==> src/efti_pkg.sv <==
`default_nettype none
package efti_pkg;
  // ************************************************************
  // timing
  // ************************************************************
  localparam int CLK_NS = 40;
  localparam int TICK_NS = 1000000;
  localparam int TICK_CYC_DEF = (TICK_NS + CLK_NS - 1) / CLK_NS;
  localparam int TW = 16;
  localparam int DW = 10;
  localparam logic [DW-1:0] BFU_MIN_MS = 10'h064;
  localparam logic [DW-1:0] BFU_MAX_MS = 10'h3E8;
  localparam logic [TW-1:0] OP_MIN_TICKS = 16'h0001;
  // ************************************************************
  // stage indices
  // ************************************************************
  localparam int ST_LS_OC = 0;
  localparam int ST_HS_OC = 1;
  localparam int ST_LS_EF = 2;
  localparam int ST_HS_EF = 3;
  localparam int NST = 4;
  // ************************************************************
  // switch positions (switch n sits at index n-1)
  // ************************************************************
  localparam int SPC_BLOCK_LO = 0;
  localparam int SPC_OC_LATCH = 5;
  localparam int SPC_EF_LATCH = 6;
  localparam int SPC_EXT_BANK = 7;
  localparam int FN1_OC_CURVE_LO = 0;
  localparam int FN1_BFU_EN = 3;
  localparam int FN1_EF_CURVE_LO = 5;
  localparam int FN2_MANUAL_LO = 0;
  localparam int FN2_HS_OC_OFF = 4;
  localparam int FN2_HS_EF_OFF = 5;
  localparam int SGR_HI_LO = 4;
  localparam int RT3_BFU = 4;
  // ************************************************************
  // display codes
  // ************************************************************
  localparam logic [3:0] CODE_NONE = 4'h0;
  localparam logic [3:0] CODE_BFU = 4'h9;
  localparam logic [3:0] FAULT_RED_ONE = 4'h1;
  typedef enum logic [2:0] {
    BF_IDLE = 3'h1,
    BF_TIMING = 3'h2,
    BF_TRIPPED = 3'h4
  } efti_bf_t;
endpackage
`default_nettype wire

==> src/efti_tick.sv <==
`timescale 1ns/100ps
`default_nettype none
module efti_tick #(
  parameter int TICK_CYC = 25000
) (
  input wire logic clk,
  input wire logic rst_n,
  output logic tick
);
  localparam int CW = $clog2(TICK_CYC + 1);
  logic [CW-1:0] cnt_r;
  always_ff @(posedge clk) begin
    if (!rst_n) begin
      cnt_r <= '0;
      tick <= 1'b0;
    end else begin
      tick <= (cnt_r == CW'(TICK_CYC - 1));
      cnt_r <= (cnt_r == CW'(TICK_CYC - 1)) ? '0 : cnt_r + 1'b1;
    end
  end
endmodule // efti_tick
`default_nettype wire

==> src/efti_stage.sv <==
`timescale 1ns/100ps
`default_nettype none
module efti_stage
  import efti_pkg::*;
(
  input wire logic clk,
  input wire logic rst_n,
  input wire logic tick,
  input wire logic exceed,
  input wire logic block,
  input wire logic inhibit,
  input wire logic [TW-1:0] op_ticks,
  output logic started,
  output logic operated
);
  logic [TW-1:0] cnt_r;
  logic [TW-1:0] lim;
  assign lim = (op_ticks < OP_MIN_TICKS) ? OP_MIN_TICKS : op_ticks;
  always_ff @(posedge clk) begin
    if (!rst_n) begin
      started <= 1'b0;
    end else begin
      started <= exceed & ~block;
    end
  end
  // the operate timer restarts whenever the stage drops or is inhibited
  always_ff @(posedge clk) begin
    if (!rst_n) begin
      cnt_r <= '0;
      operated <= 1'b0;
    end else begin
      if (!started || inhibit) begin
        cnt_r <= '0;
      end else if (tick && cnt_r != lim) begin
        cnt_r <= cnt_r + 1'b1;
      end
      operated <= started & ~inhibit & (cnt_r >= lim);
    end
  end
endmodule // efti_stage
`default_nettype wire

==> src/efti_top.sv <==
`timescale 1ns/100ps
`default_nettype none
// Overview of operation
// - inverse low-set inhibited while high-set started
// - special switches six and seven latch main trip
// - latch cleared by both buttons or command
// - second group switch six disables high-set earth
// - breaker failure re-trips after set delay
// - first group switch four enables breaker failure
// - two setting banks, three selection sources
// - one shared trip lamp for all stages
// - trip indications held until reset button
// - indicators never influence protection behaviour
// - start indication self-clears unless manual reset
// - display digits one to nine encode events
// - phase indicators latch on operation
// - internal fault lights alarm and relay
// - fault code shows red one, green number
// - three routing groups steer the outputs
// - stage starts over threshold, operates after time
// - external input blocks stages chosen by switches
module efti_top
  import efti_pkg::*;
#(
  parameter int TICK_CYC = TICK_CYC_DEF
) (
  input wire logic SYS_CLK,
  input wire logic RSTN,
  input wire logic [2:0] LS_OC_EXCEED,
  input wire logic [2:0] HS_OC_EXCEED,
  input wire logic LS_EF_EXCEED,
  input wire logic HS_EF_EXCEED,
  input wire logic [TW-1:0] LS_OC_OP_TICKS,
  input wire logic [TW-1:0] HS_OC_OP_TICKS,
  input wire logic [TW-1:0] LS_EF_OP_TICKS,
  input wire logic [TW-1:0] HS_EF_OP_TICKS,
  input wire logic [DW-1:0] BFU_DELAY_MS,
  input wire logic EXTERNAL_CONTROL_INPUT,
  input wire logic BTN_RESET,
  input wire logic BTN_PROGRAM,
  input wire logic LATCH_CLEAR_COMMAND,
  input wire logic BANK_SELECT_COMMAND,
  input wire logic BANK_SELECT_VALUE,
  input wire logic MENU_BANK_WRITE,
  input wire logic MENU_BANK_VALUE,
  input wire logic [7:0] SPECIAL_SWITCH_GROUP,
  input wire logic [7:0] FUNCTION_SWITCH_GROUP_ONE,
  input wire logic [7:0] FUNCTION_SWITCH_GROUP_TWO,
  input wire logic [7:0] OUTPUT_ROUTE_GROUP_ONE,
  input wire logic [7:0] OUTPUT_ROUTE_GROUP_TWO,
  input wire logic [7:0] OUTPUT_ROUTE_GROUP_THREE,
  input wire logic SELF_FAULT,
  input wire logic [3:0] SELF_FAULT_CODE,
  output logic START_OUTPUT,
  output logic MAIN_TRIP_OUTPUT,
  output logic TRIP_OUTPUT_ONE,
  output logic TRIP_OUTPUT_TWO,
  output logic AUX_TRIP_OUTPUT,
  output logic TRIP_LAMP,
  output logic [3:0] PHASE_IND,
  output logic [3:0] DISP_CODE,
  output logic HS_OC_DASHES,
  output logic HS_EF_DASHES,
  output logic SECOND_BANK_ACTIVE,
  output logic INTERNAL_FAULT_ALARM_LAMP,
  output logic INTERNAL_FAULT_RELAY,
  output logic [3:0] FAULT_RED_DIGIT,
  output logic [3:0] FAULT_GREEN_CODE
);
  // ************************************************************
  // pin synchronisers and button edges
  // ************************************************************
  logic [3:0] meta_r;
  logic [3:0] sync_r;
  logic [1:0] btn_d_r;
  logic ext_d_r;
  logic ext_s, rst_btn, prg_btn, flt_s;
  logic rst_press, both_press;
  always_ff @(posedge SYS_CLK) begin
    if (!RSTN) begin
      meta_r <= '0;
      sync_r <= '0;
      btn_d_r <= '0;
      ext_d_r <= 1'b0;
    end else begin
      meta_r <= {SELF_FAULT, BTN_PROGRAM, BTN_RESET, EXTERNAL_CONTROL_INPUT};
      sync_r <= meta_r;
      btn_d_r <= sync_r[2:1];
      ext_d_r <= sync_r[0];
    end
  end
  assign ext_s = sync_r[0];
  assign rst_btn = sync_r[1];
  assign prg_btn = sync_r[2];
  assign flt_s = sync_r[3];
  // the reset button acts once per press, not for as long as it is held
  assign rst_press = rst_btn & ~btn_d_r[0];
  // both held, with either of them the later one to go down
  assign both_press = rst_btn & prg_btn & ~(btn_d_r[0] & btn_d_r[1]);

  // ************************************************************
  // time base and protection stages
  // ************************************************************
  logic tick;
  efti_tick #(.TICK_CYC(TICK_CYC)) u_tick (
    .clk(SYS_CLK),
    .rst_n(RSTN),
    .tick(tick)
  );

  logic [NST-1:0] exceed, block, inhibit, started, operated;
  logic [NST-1:0][TW-1:0] op_ticks;
  logic oc_inverse, ef_inverse;
  assign oc_inverse = |FUNCTION_SWITCH_GROUP_ONE[FN1_OC_CURVE_LO +: 3];
  assign ef_inverse = |FUNCTION_SWITCH_GROUP_ONE[FN1_EF_CURVE_LO +: 3];
  assign exceed[ST_LS_OC] = |LS_OC_EXCEED;
  assign exceed[ST_HS_OC] = |HS_OC_EXCEED & ~FUNCTION_SWITCH_GROUP_TWO[FN2_HS_OC_OFF];
  assign exceed[ST_LS_EF] = LS_EF_EXCEED;
  // a disabled high-set earth stage behaves as if its threshold were infinite
  assign exceed[ST_HS_EF] = HS_EF_EXCEED & ~FUNCTION_SWITCH_GROUP_TWO[FN2_HS_EF_OFF];
  assign block = {NST{ext_s}} & SPECIAL_SWITCH_GROUP[SPC_BLOCK_LO +: NST];
  assign inhibit[ST_LS_OC] = oc_inverse & started[ST_HS_OC];
  assign inhibit[ST_LS_EF] = ef_inverse & started[ST_HS_EF];
  assign inhibit[ST_HS_OC] = 1'b0;
  assign inhibit[ST_HS_EF] = 1'b0;
  assign op_ticks[ST_LS_OC] = LS_OC_OP_TICKS;
  assign op_ticks[ST_HS_OC] = HS_OC_OP_TICKS;
  assign op_ticks[ST_LS_EF] = LS_EF_OP_TICKS;
  assign op_ticks[ST_HS_EF] = HS_EF_OP_TICKS;

  for (genvar k = 0; k < NST; k++) begin : g_stage
    efti_stage u_stage (
      .clk(SYS_CLK),
      .rst_n(RSTN),
      .tick(tick),
      .exceed(exceed[k]),
      .block(block[k]),
      .inhibit(inhibit[k]),
      .op_ticks(op_ticks[k]),
      .started(started[k]),
      .operated(operated[k])
    );
  end

  // ************************************************************
  // main trip, latch and routed outputs
  // ************************************************************
  logic [NST-1:0] main_route, latch_en;
  logic latch_r, latch_set, latch_clr, main_d_r, bfu_trip;
  assign main_route = operated & OUTPUT_ROUTE_GROUP_ONE[SGR_HI_LO +: NST];
  assign latch_en = {{2{SPECIAL_SWITCH_GROUP[SPC_EF_LATCH]}}, {2{SPECIAL_SWITCH_GROUP[SPC_OC_LATCH]}}};
  assign latch_set = |(main_route & latch_en);
  assign latch_clr = both_press | LATCH_CLEAR_COMMAND;
  // only indicator-independent signals feed the trip path
  always_ff @(posedge SYS_CLK) begin
    if (!RSTN) begin
      latch_r <= 1'b0;
    end else if (latch_set) begin
      latch_r <= 1'b1;
    end else if (latch_clr) begin
      latch_r <= 1'b0;
    end
  end
  always_ff @(posedge SYS_CLK) begin
    if (!RSTN) begin
      START_OUTPUT <= 1'b0;
      MAIN_TRIP_OUTPUT <= 1'b0;
      TRIP_OUTPUT_ONE <= 1'b0;
      TRIP_OUTPUT_TWO <= 1'b0;
      AUX_TRIP_OUTPUT <= 1'b0;
      main_d_r <= 1'b0;
    end else begin
      START_OUTPUT <= |(started & OUTPUT_ROUTE_GROUP_ONE[NST-1:0]);
      MAIN_TRIP_OUTPUT <= (|main_route) | latch_r;
      TRIP_OUTPUT_ONE <= |(operated & OUTPUT_ROUTE_GROUP_TWO[NST-1:0]);
      TRIP_OUTPUT_TWO <= |(operated & OUTPUT_ROUTE_GROUP_TWO[SGR_HI_LO +: NST]);
      AUX_TRIP_OUTPUT <= |(started & OUTPUT_ROUTE_GROUP_THREE[NST-1:0])
                         | (bfu_trip & OUTPUT_ROUTE_GROUP_THREE[RT3_BFU]);
      main_d_r <= MAIN_TRIP_OUTPUT;
    end
  end

  // ************************************************************
  // breaker failure re-trip
  // ************************************************************
  efti_bf_t bf_r;
  logic [DW-1:0] bf_cnt_r, bf_lim;
  logic bf_en, fault_on;
  assign bf_en = FUNCTION_SWITCH_GROUP_ONE[FN1_BFU_EN];
  assign fault_on = |started;
  assign bf_lim = (BFU_DELAY_MS < BFU_MIN_MS) ? BFU_MIN_MS :
                  (BFU_DELAY_MS > BFU_MAX_MS) ? BFU_MAX_MS : BFU_DELAY_MS;
  assign bfu_trip = (bf_r == BF_TRIPPED);
  always_ff @(posedge SYS_CLK) begin
    if (!RSTN) begin
      bf_r <= BF_IDLE;
      bf_cnt_r <= '0;
    end else begin
      case (bf_r)
        BF_IDLE: begin
          bf_cnt_r <= '0;
          if (bf_en && MAIN_TRIP_OUTPUT && !main_d_r) begin
            bf_r <= BF_TIMING;
          end
        end
        BF_TIMING: begin
          if (!bf_en || !fault_on) begin
            bf_r <= BF_IDLE;
          end else if (bf_cnt_r >= bf_lim) begin
            bf_r <= BF_TRIPPED;
          end else if (tick) begin
            bf_cnt_r <= bf_cnt_r + 1'b1;
          end
        end
        BF_TRIPPED: begin
          if (!bf_en || !fault_on) begin
            bf_r <= BF_IDLE;
          end
        end
        default: bf_r <= BF_IDLE;
      endcase
    end
  end

  // ************************************************************
  // setting bank
  // ************************************************************
  always_ff @(posedge SYS_CLK) begin
    if (!RSTN) begin
      SECOND_BANK_ACTIVE <= 1'b0;
    end else if (BANK_SELECT_COMMAND) begin
      SECOND_BANK_ACTIVE <= BANK_SELECT_VALUE;
    end else if (MENU_BANK_WRITE) begin
      SECOND_BANK_ACTIVE <= MENU_BANK_VALUE;
    end else if (SPECIAL_SWITCH_GROUP[SPC_EXT_BANK] && (ext_s != ext_d_r)) begin
      SECOND_BANK_ACTIVE <= ext_s;
    end
  end

  // ************************************************************
  // indicator memory and display
  // ************************************************************
  logic [NST-1:0] st_ind_r, op_ind_r, manual;
  logic bf_ind_r;
  logic [3:0] ph_set;
  logic [3:0] code_nxt;
  assign manual = FUNCTION_SWITCH_GROUP_TWO[FN2_MANUAL_LO +: NST];
  always_ff @(posedge SYS_CLK) begin
    if (!RSTN) begin
      st_ind_r <= '0;
      op_ind_r <= '0;
      bf_ind_r <= 1'b0;
    end else begin
      // set wins over the button so a new event is never lost
      st_ind_r <= started | (st_ind_r & ~{NST{rst_press}} & manual);
      op_ind_r <= operated | (op_ind_r & ~{NST{rst_press}});
      bf_ind_r <= bfu_trip | (bf_ind_r & ~rst_press);
    end
  end
  assign TRIP_LAMP = (|op_ind_r) | bf_ind_r;
  assign ph_set = {operated[ST_LS_EF] | operated[ST_HS_EF],
                   ({3{operated[ST_LS_OC]}} & LS_OC_EXCEED) | ({3{operated[ST_HS_OC]}} & HS_OC_EXCEED)};
  always_ff @(posedge SYS_CLK) begin
    if (!RSTN) begin
      PHASE_IND <= '0;
    end else begin
      PHASE_IND <= ph_set | (PHASE_IND & ~{4{rst_press}});
    end
  end
  // highest digit wins when several events are remembered at once
  always_comb begin
    code_nxt = CODE_NONE;
    for (int k = 0; k < NST; k++) begin
      if (st_ind_r[k]) begin
        code_nxt = 4'(2 * k + 1);
      end
      if (op_ind_r[k]) begin
        code_nxt = 4'(2 * k + 2);
      end
    end
    if (bf_ind_r) begin
      code_nxt = CODE_BFU;
    end
  end
  always_ff @(posedge SYS_CLK) begin
    if (!RSTN) begin
      DISP_CODE <= CODE_NONE;
      HS_OC_DASHES <= 1'b0;
      HS_EF_DASHES <= 1'b0;
    end else begin
      DISP_CODE <= code_nxt;
      HS_OC_DASHES <= FUNCTION_SWITCH_GROUP_TWO[FN2_HS_OC_OFF];
      HS_EF_DASHES <= FUNCTION_SWITCH_GROUP_TWO[FN2_HS_EF_OFF];
    end
  end

  // ************************************************************
  // self-supervision
  // ************************************************************
  always_ff @(posedge SYS_CLK) begin
    if (!RSTN) begin
      INTERNAL_FAULT_ALARM_LAMP <= 1'b0;
      INTERNAL_FAULT_RELAY <= 1'b0;
      FAULT_RED_DIGIT <= CODE_NONE;
      FAULT_GREEN_CODE <= CODE_NONE;
    end else begin
      INTERNAL_FAULT_ALARM_LAMP <= flt_s;
      INTERNAL_FAULT_RELAY <= flt_s;
      // faults without a diagnostic code leave the code digits dark
      if (flt_s && SELF_FAULT_CODE != CODE_NONE) begin
        FAULT_RED_DIGIT <= FAULT_RED_ONE;
        FAULT_GREEN_CODE <= SELF_FAULT_CODE;
      end else begin
        FAULT_RED_DIGIT <= CODE_NONE;
        FAULT_GREEN_CODE <= CODE_NONE;
      end
    end
  end

  // ************************************************************
  // assertions
  // ************************************************************
  a_inverse_inhibit: assert property (@(posedge SYS_CLK) disable iff (!RSTN)
    ef_inverse && started[ST_HS_EF] |=> !operated[ST_LS_EF]) else $error("low-set earth operated while inhibited");
  a_latch_hold: assert property (@(posedge SYS_CLK) disable iff (!RSTN)
    latch_set ##1 !latch_clr [*2] |=> MAIN_TRIP_OUTPUT) else $error("latched main trip dropped");
  a_latch_clear: assert property (@(posedge SYS_CLK) disable iff (!RSTN)
    latch_clr && !latch_set |=> !latch_r) else $error("latch not cleared");
  a_hs_ef_off: assert property (@(posedge SYS_CLK) disable iff (!RSTN)
    FUNCTION_SWITCH_GROUP_TWO[FN2_HS_EF_OFF] [*3] |-> !started[ST_HS_EF] && !operated[ST_HS_EF])
    else $error("disabled high-set earth stage active");
  a_bfu_off: assert property (@(posedge SYS_CLK) disable iff (!RSTN)
    !bf_en |=> bf_r == BF_IDLE) else $error("breaker failure ran while disabled");
  a_bfu_abort: assert property (@(posedge SYS_CLK) disable iff (!RSTN)
    bf_r == BF_TIMING && !fault_on |=> bf_r == BF_IDLE ##1 (bf_cnt_r == '0 && !bfu_trip))
    else $error("breaker failure not aborted");
  a_bfu_aux: assert property (@(posedge SYS_CLK) disable iff (!RSTN)
    bfu_trip && OUTPUT_ROUTE_GROUP_THREE[RT3_BFU] |=> AUX_TRIP_OUTPUT) else $error("aux trip missing");
  a_trip_lamp: assert property (@(posedge SYS_CLK) disable iff (!RSTN)
    |operated |=> TRIP_LAMP) else $error("trip lamp not lit");
  a_ind_hold: assert property (@(posedge SYS_CLK) disable iff (!RSTN)
    !rst_press |=> (op_ind_r & $past(op_ind_r)) == $past(op_ind_r)) else $error("indication lost");
  a_start_selfclr: assert property (@(posedge SYS_CLK) disable iff (!RSTN)
    st_ind_r[0] && !started[0] && !manual[0] |=> !st_ind_r[0]) else $error("start indication kept");
  a_fault_alarm: assert property (@(posedge SYS_CLK) disable iff (!RSTN)
    $rose(flt_s) |=> INTERNAL_FAULT_ALARM_LAMP && INTERNAL_FAULT_RELAY) else $error("internal fault not signalled");
endmodule // efti_top
`default_nettype wire

==> config.mk <==
export PLATFORM = sky130hd
export DESIGN_NAME = efti_top
export DESIGN_NICKNAME = d
export VERILOG_FILES = /design/src/efti_pkg.sv /design/src/efti_tick.sv /design/src/efti_stage.sv /design/src/efti_top.sv
export SDC_FILE = /design/constraint.sdc
export NUM_CORES = 1
export LEC_CHECK = 0
export BUFFER_PORTS_ARGS = -buffer_cell sky130_fd_sc_hd__buf_4
export CORE_MARGIN = 2
export CORE_UTILIZATION = 47
export CTS_CLUSTER_SIZE = 12
export DETAILED_ROUTE_END_ITERATION = 10
export GPL_ROUTABILITY_DRIVEN = 0
export GPL_TIMING_DRIVEN = 0
export PLACE_DENSITY = 0.7
export SLEW_MARGIN = 15
export SYNTH_ARGS = -nofsm -noshare
export SYNTH_HDL_FRONTEND = slang
export SYNTH_SLANG_ARGS = --single-unit
==> constraint.sdc <==
create_clock -name SYS_CLK -period 7.4 [get_ports SYS_CLK]
set_clock_uncertainty 0.05 [all_clocks]
set_input_delay 1.48 -clock SYS_CLK [delete_from_list [all_inputs] [get_ports SYS_CLK]]
set_output_delay 1.48 -clock SYS_CLK [all_outputs]
set_load 0.05 [all_outputs]
==> qor.yml <==
floorplanning:
  die_w_um: 136
  fp-row-count: 48
  start_util_pct: 47.9
  io_pins: 172
  fp.coreArea_um2: 17200
  die_area_um2: 18600
  chipHeight_um: 136
clock_network:
  postCtsSetupBuffers: 0
  cts_resized: 0
  clock_latency_ns: 0.42
  htreeDepth: 4
  cts.sinks: 145
  cts_tree: "built"
  clock_path_buffers: 2
  ctsHoldBuffers: 0
  clockRootBuffer: "clkbuf_16"
  cts_buffers: 17
  clkTransAtPathRegs_ns: 0.06
timing:
  slew_viol_final: 0
  slew_headroom_pct: 22.1
  setup_viol: 0
  hold_viol: 0
  post-route-min-period_ns: 3.54
  finalSetupTns_ns: 0
  rsz0062_at_grt: "no"
  worstMarginPinSlew_ns: 1.16
  timing.fmax_mhz: 283
  finalCritPeriodShare_pct: 47.8
yosys:
  syn_avg_cell_area_um2: 8.64
  synth_ff_type: "dfxtp_1"
  synth.top_cell.area_share_pct: 35.3
  ys_types: 65
  ys_seq_area_share_pct: 35.3
  synth_area_um2: 8230
  synth_top_area_cell: "dfxtp_1"
  ys_warn_count: 0
  synthTopCellsByArea: "dfxtp_1 (35%), ha_1 (12%), nor2_1 (4.8%)"
  synthArstFlopShare_pct: 0
  syn_inst: 952
  synth_edf_count: 0
  ys_seq_elements: 145
power:
  p_per_area_nw_per_um2: 180
  power_w: 0.00186
  ir_drop_mv: 0.158
  p_leak_nw: 4.50
global_routing:
  grt_use_total_pct: 22.7
  antenna_found_initial: 1
  grt.overflow.total: 0
  grt_pass1_vias: 6800
  grt_pass1_wl_um: 33300
  grt_max_degree: 17
run:
  cap_violations: 0
placement:
  placed_cell_area_um2: 9720
  portBuffers: 161
  dp_hpwl_um: 15900
critical_path:
  endpoint_kind: "register"
  worst-endpoint-required_ns: 7.69
  critPathKind: "in -> reg"
  arrival_ns: 3.83
  critPathLaunchType: "primary input"
  crit_fanout: 10
cells_and_area:
  fill_cells: 1585
  most-common-layout-cells: "buf_4 (166), dfxtp_1 (145), nor2_1 (106)"
  fin_area_um2: 10300
  final_common_cell: "buf_4"
  antenna_cells: 0
  seqCellArea_um2: 2900
  drive_above_1_share_pct: 19.8
  multiInputGateArea_um2: 4870
  area_delta_synth_final_pct: 25.8
  fin_nets: 1359
drt:
  drt-total-wl_um: 20600
  drc: 0
  drt_iter0_drc: 364
  first_pass_iters: 5
  viasPerCell: 5.34
  num_vias: 7325
  drt-wirelength-per-cell_um: 15.0
  ant_nets: 0
status:
  outcome: "finished, final reports clean"
worst_hold_path:
  min_path_type: "reg -> reg"
==> registers in the layout, indices dropped and copies added, names as in the netlist, 2 cells and up <==
signal / flops
DISP_CODE: 4
FAULT_GREEN_CODE: 4
PHASE_IND: 4
bf_cnt_r: 10
bf_r: 3
btn_d_r: 2
g_stage.u_stage.cnt_r: 64
g_stage.u_stage.operated: 4
g_stage.u_stage.started: 4
meta_r: 4
op_ind_r: 4
st_ind_r: 4
sync_r: 4
u_tick.cnt_r: 15
==> metrics by stage <==
stage | utilization [%] | hold slack (ns) | worst slack, ns | cells
detailed placement | 56.6 | 0.370 | 3.44 | 1340
floorplan | - | 0.362 | 3.82 | 954
CTS | 60.2 | 0.387 | 3.85 | 1372
global route | 60.2 | 0.409 | 3.67 | 1372
global placement | 56.6 | 0.365 | 3.47 | 1340
finish | 60.2 | 0.383 | 3.86 | 1372
==> layout make-up <==
type                            count  area share [%]
Multi-Input combinational cell    698            47.1
Sequential cell                   145            28.1
Timing Repair Buffer              161            11.7
Clock buffer                       22            4.49
Inverter                           85            3.08
Tap cell                          225            2.72
Clock inverter                     10            1.52
Buffer                             26            1.33
==> report_power, final <==
group          internal [W]  total, W  switching, W
Sequential         0.000791  0.000799    0.00000792
Combinational     0.0000801  0.000164     0.0000840
Clock              0.000580  0.000899      0.000319
Total               0.00145   0.00186      0.000411
==> worst max-delay path: stages <==
cell and delay (ns):
buf_4 0.12, o211ai_1 0.24, nor3_1 0.09, a21oi_1 0.22, nand2_1 0.09, ha_1 0.31
a21oi_1 0.16, a211oi_1 0.09, or3_4 0.34, buf_6 0.16, nor4_2 0.29, mux2i_1 0.23
==> metal layers <==
layer | part of all wire (%) | global-route usage, % | vias to the layer above
met1 | 47 | 30.4 | 3414
li1 | - | - | 3732
met3 | 4.7 | 4.10 | 15
met2 | 47 | 37.7 | 164
met5 | 0 | 0 | -
met4 | 1.0 | 6.13 | 0
==> cells in the mapped netlist (all sizes together), types with 12 or more instances <==
library cell / number
nand3: 30
buf: 12
clkbuf: 14
o21ai: 19
nand2b: 19
nor2: 106
mux2i: 13
nor3: 32
inv: 85
nand2: 65
xor2: 20
nor4: 29
dfxtp: 145
xnor2: 43
a21oi: 46
and3: 19
ha: 80
a21o: 19
and2: 23
nand4: 33
==> kinds of logic after synthesis <==
kind of cell	Yosys count	synth area share, %
xor gates and xnor gates	63	6.71
DFF	145	35.3
AOI/OAI and AO/OA	147	13.0
and+or+nand+nor	391	25.6
buffers and inverters	111	5.55
adders and majority gates	80	12.2
muxes	14	1.72
other	1	0.0456
==> path summary, 6_finish.rpt <==
kind                           startpoint                           end  slack [ns]  cells past startpoint
max                       BFU_DELAY_MS[4]                   bf_cnt_r[7]        3.86                     12
min                             meta_r[1]                     sync_r[1]        0.38                      1
max reg2reg  g_stage[3].u_stage.cnt_r[13]  g_stage[3].u_stage.cnt_r[11]        5.16                      7
min reg2reg                     meta_r[1]                     sync_r[1]        0.38                      1
(Power assumes the default switching activity.)
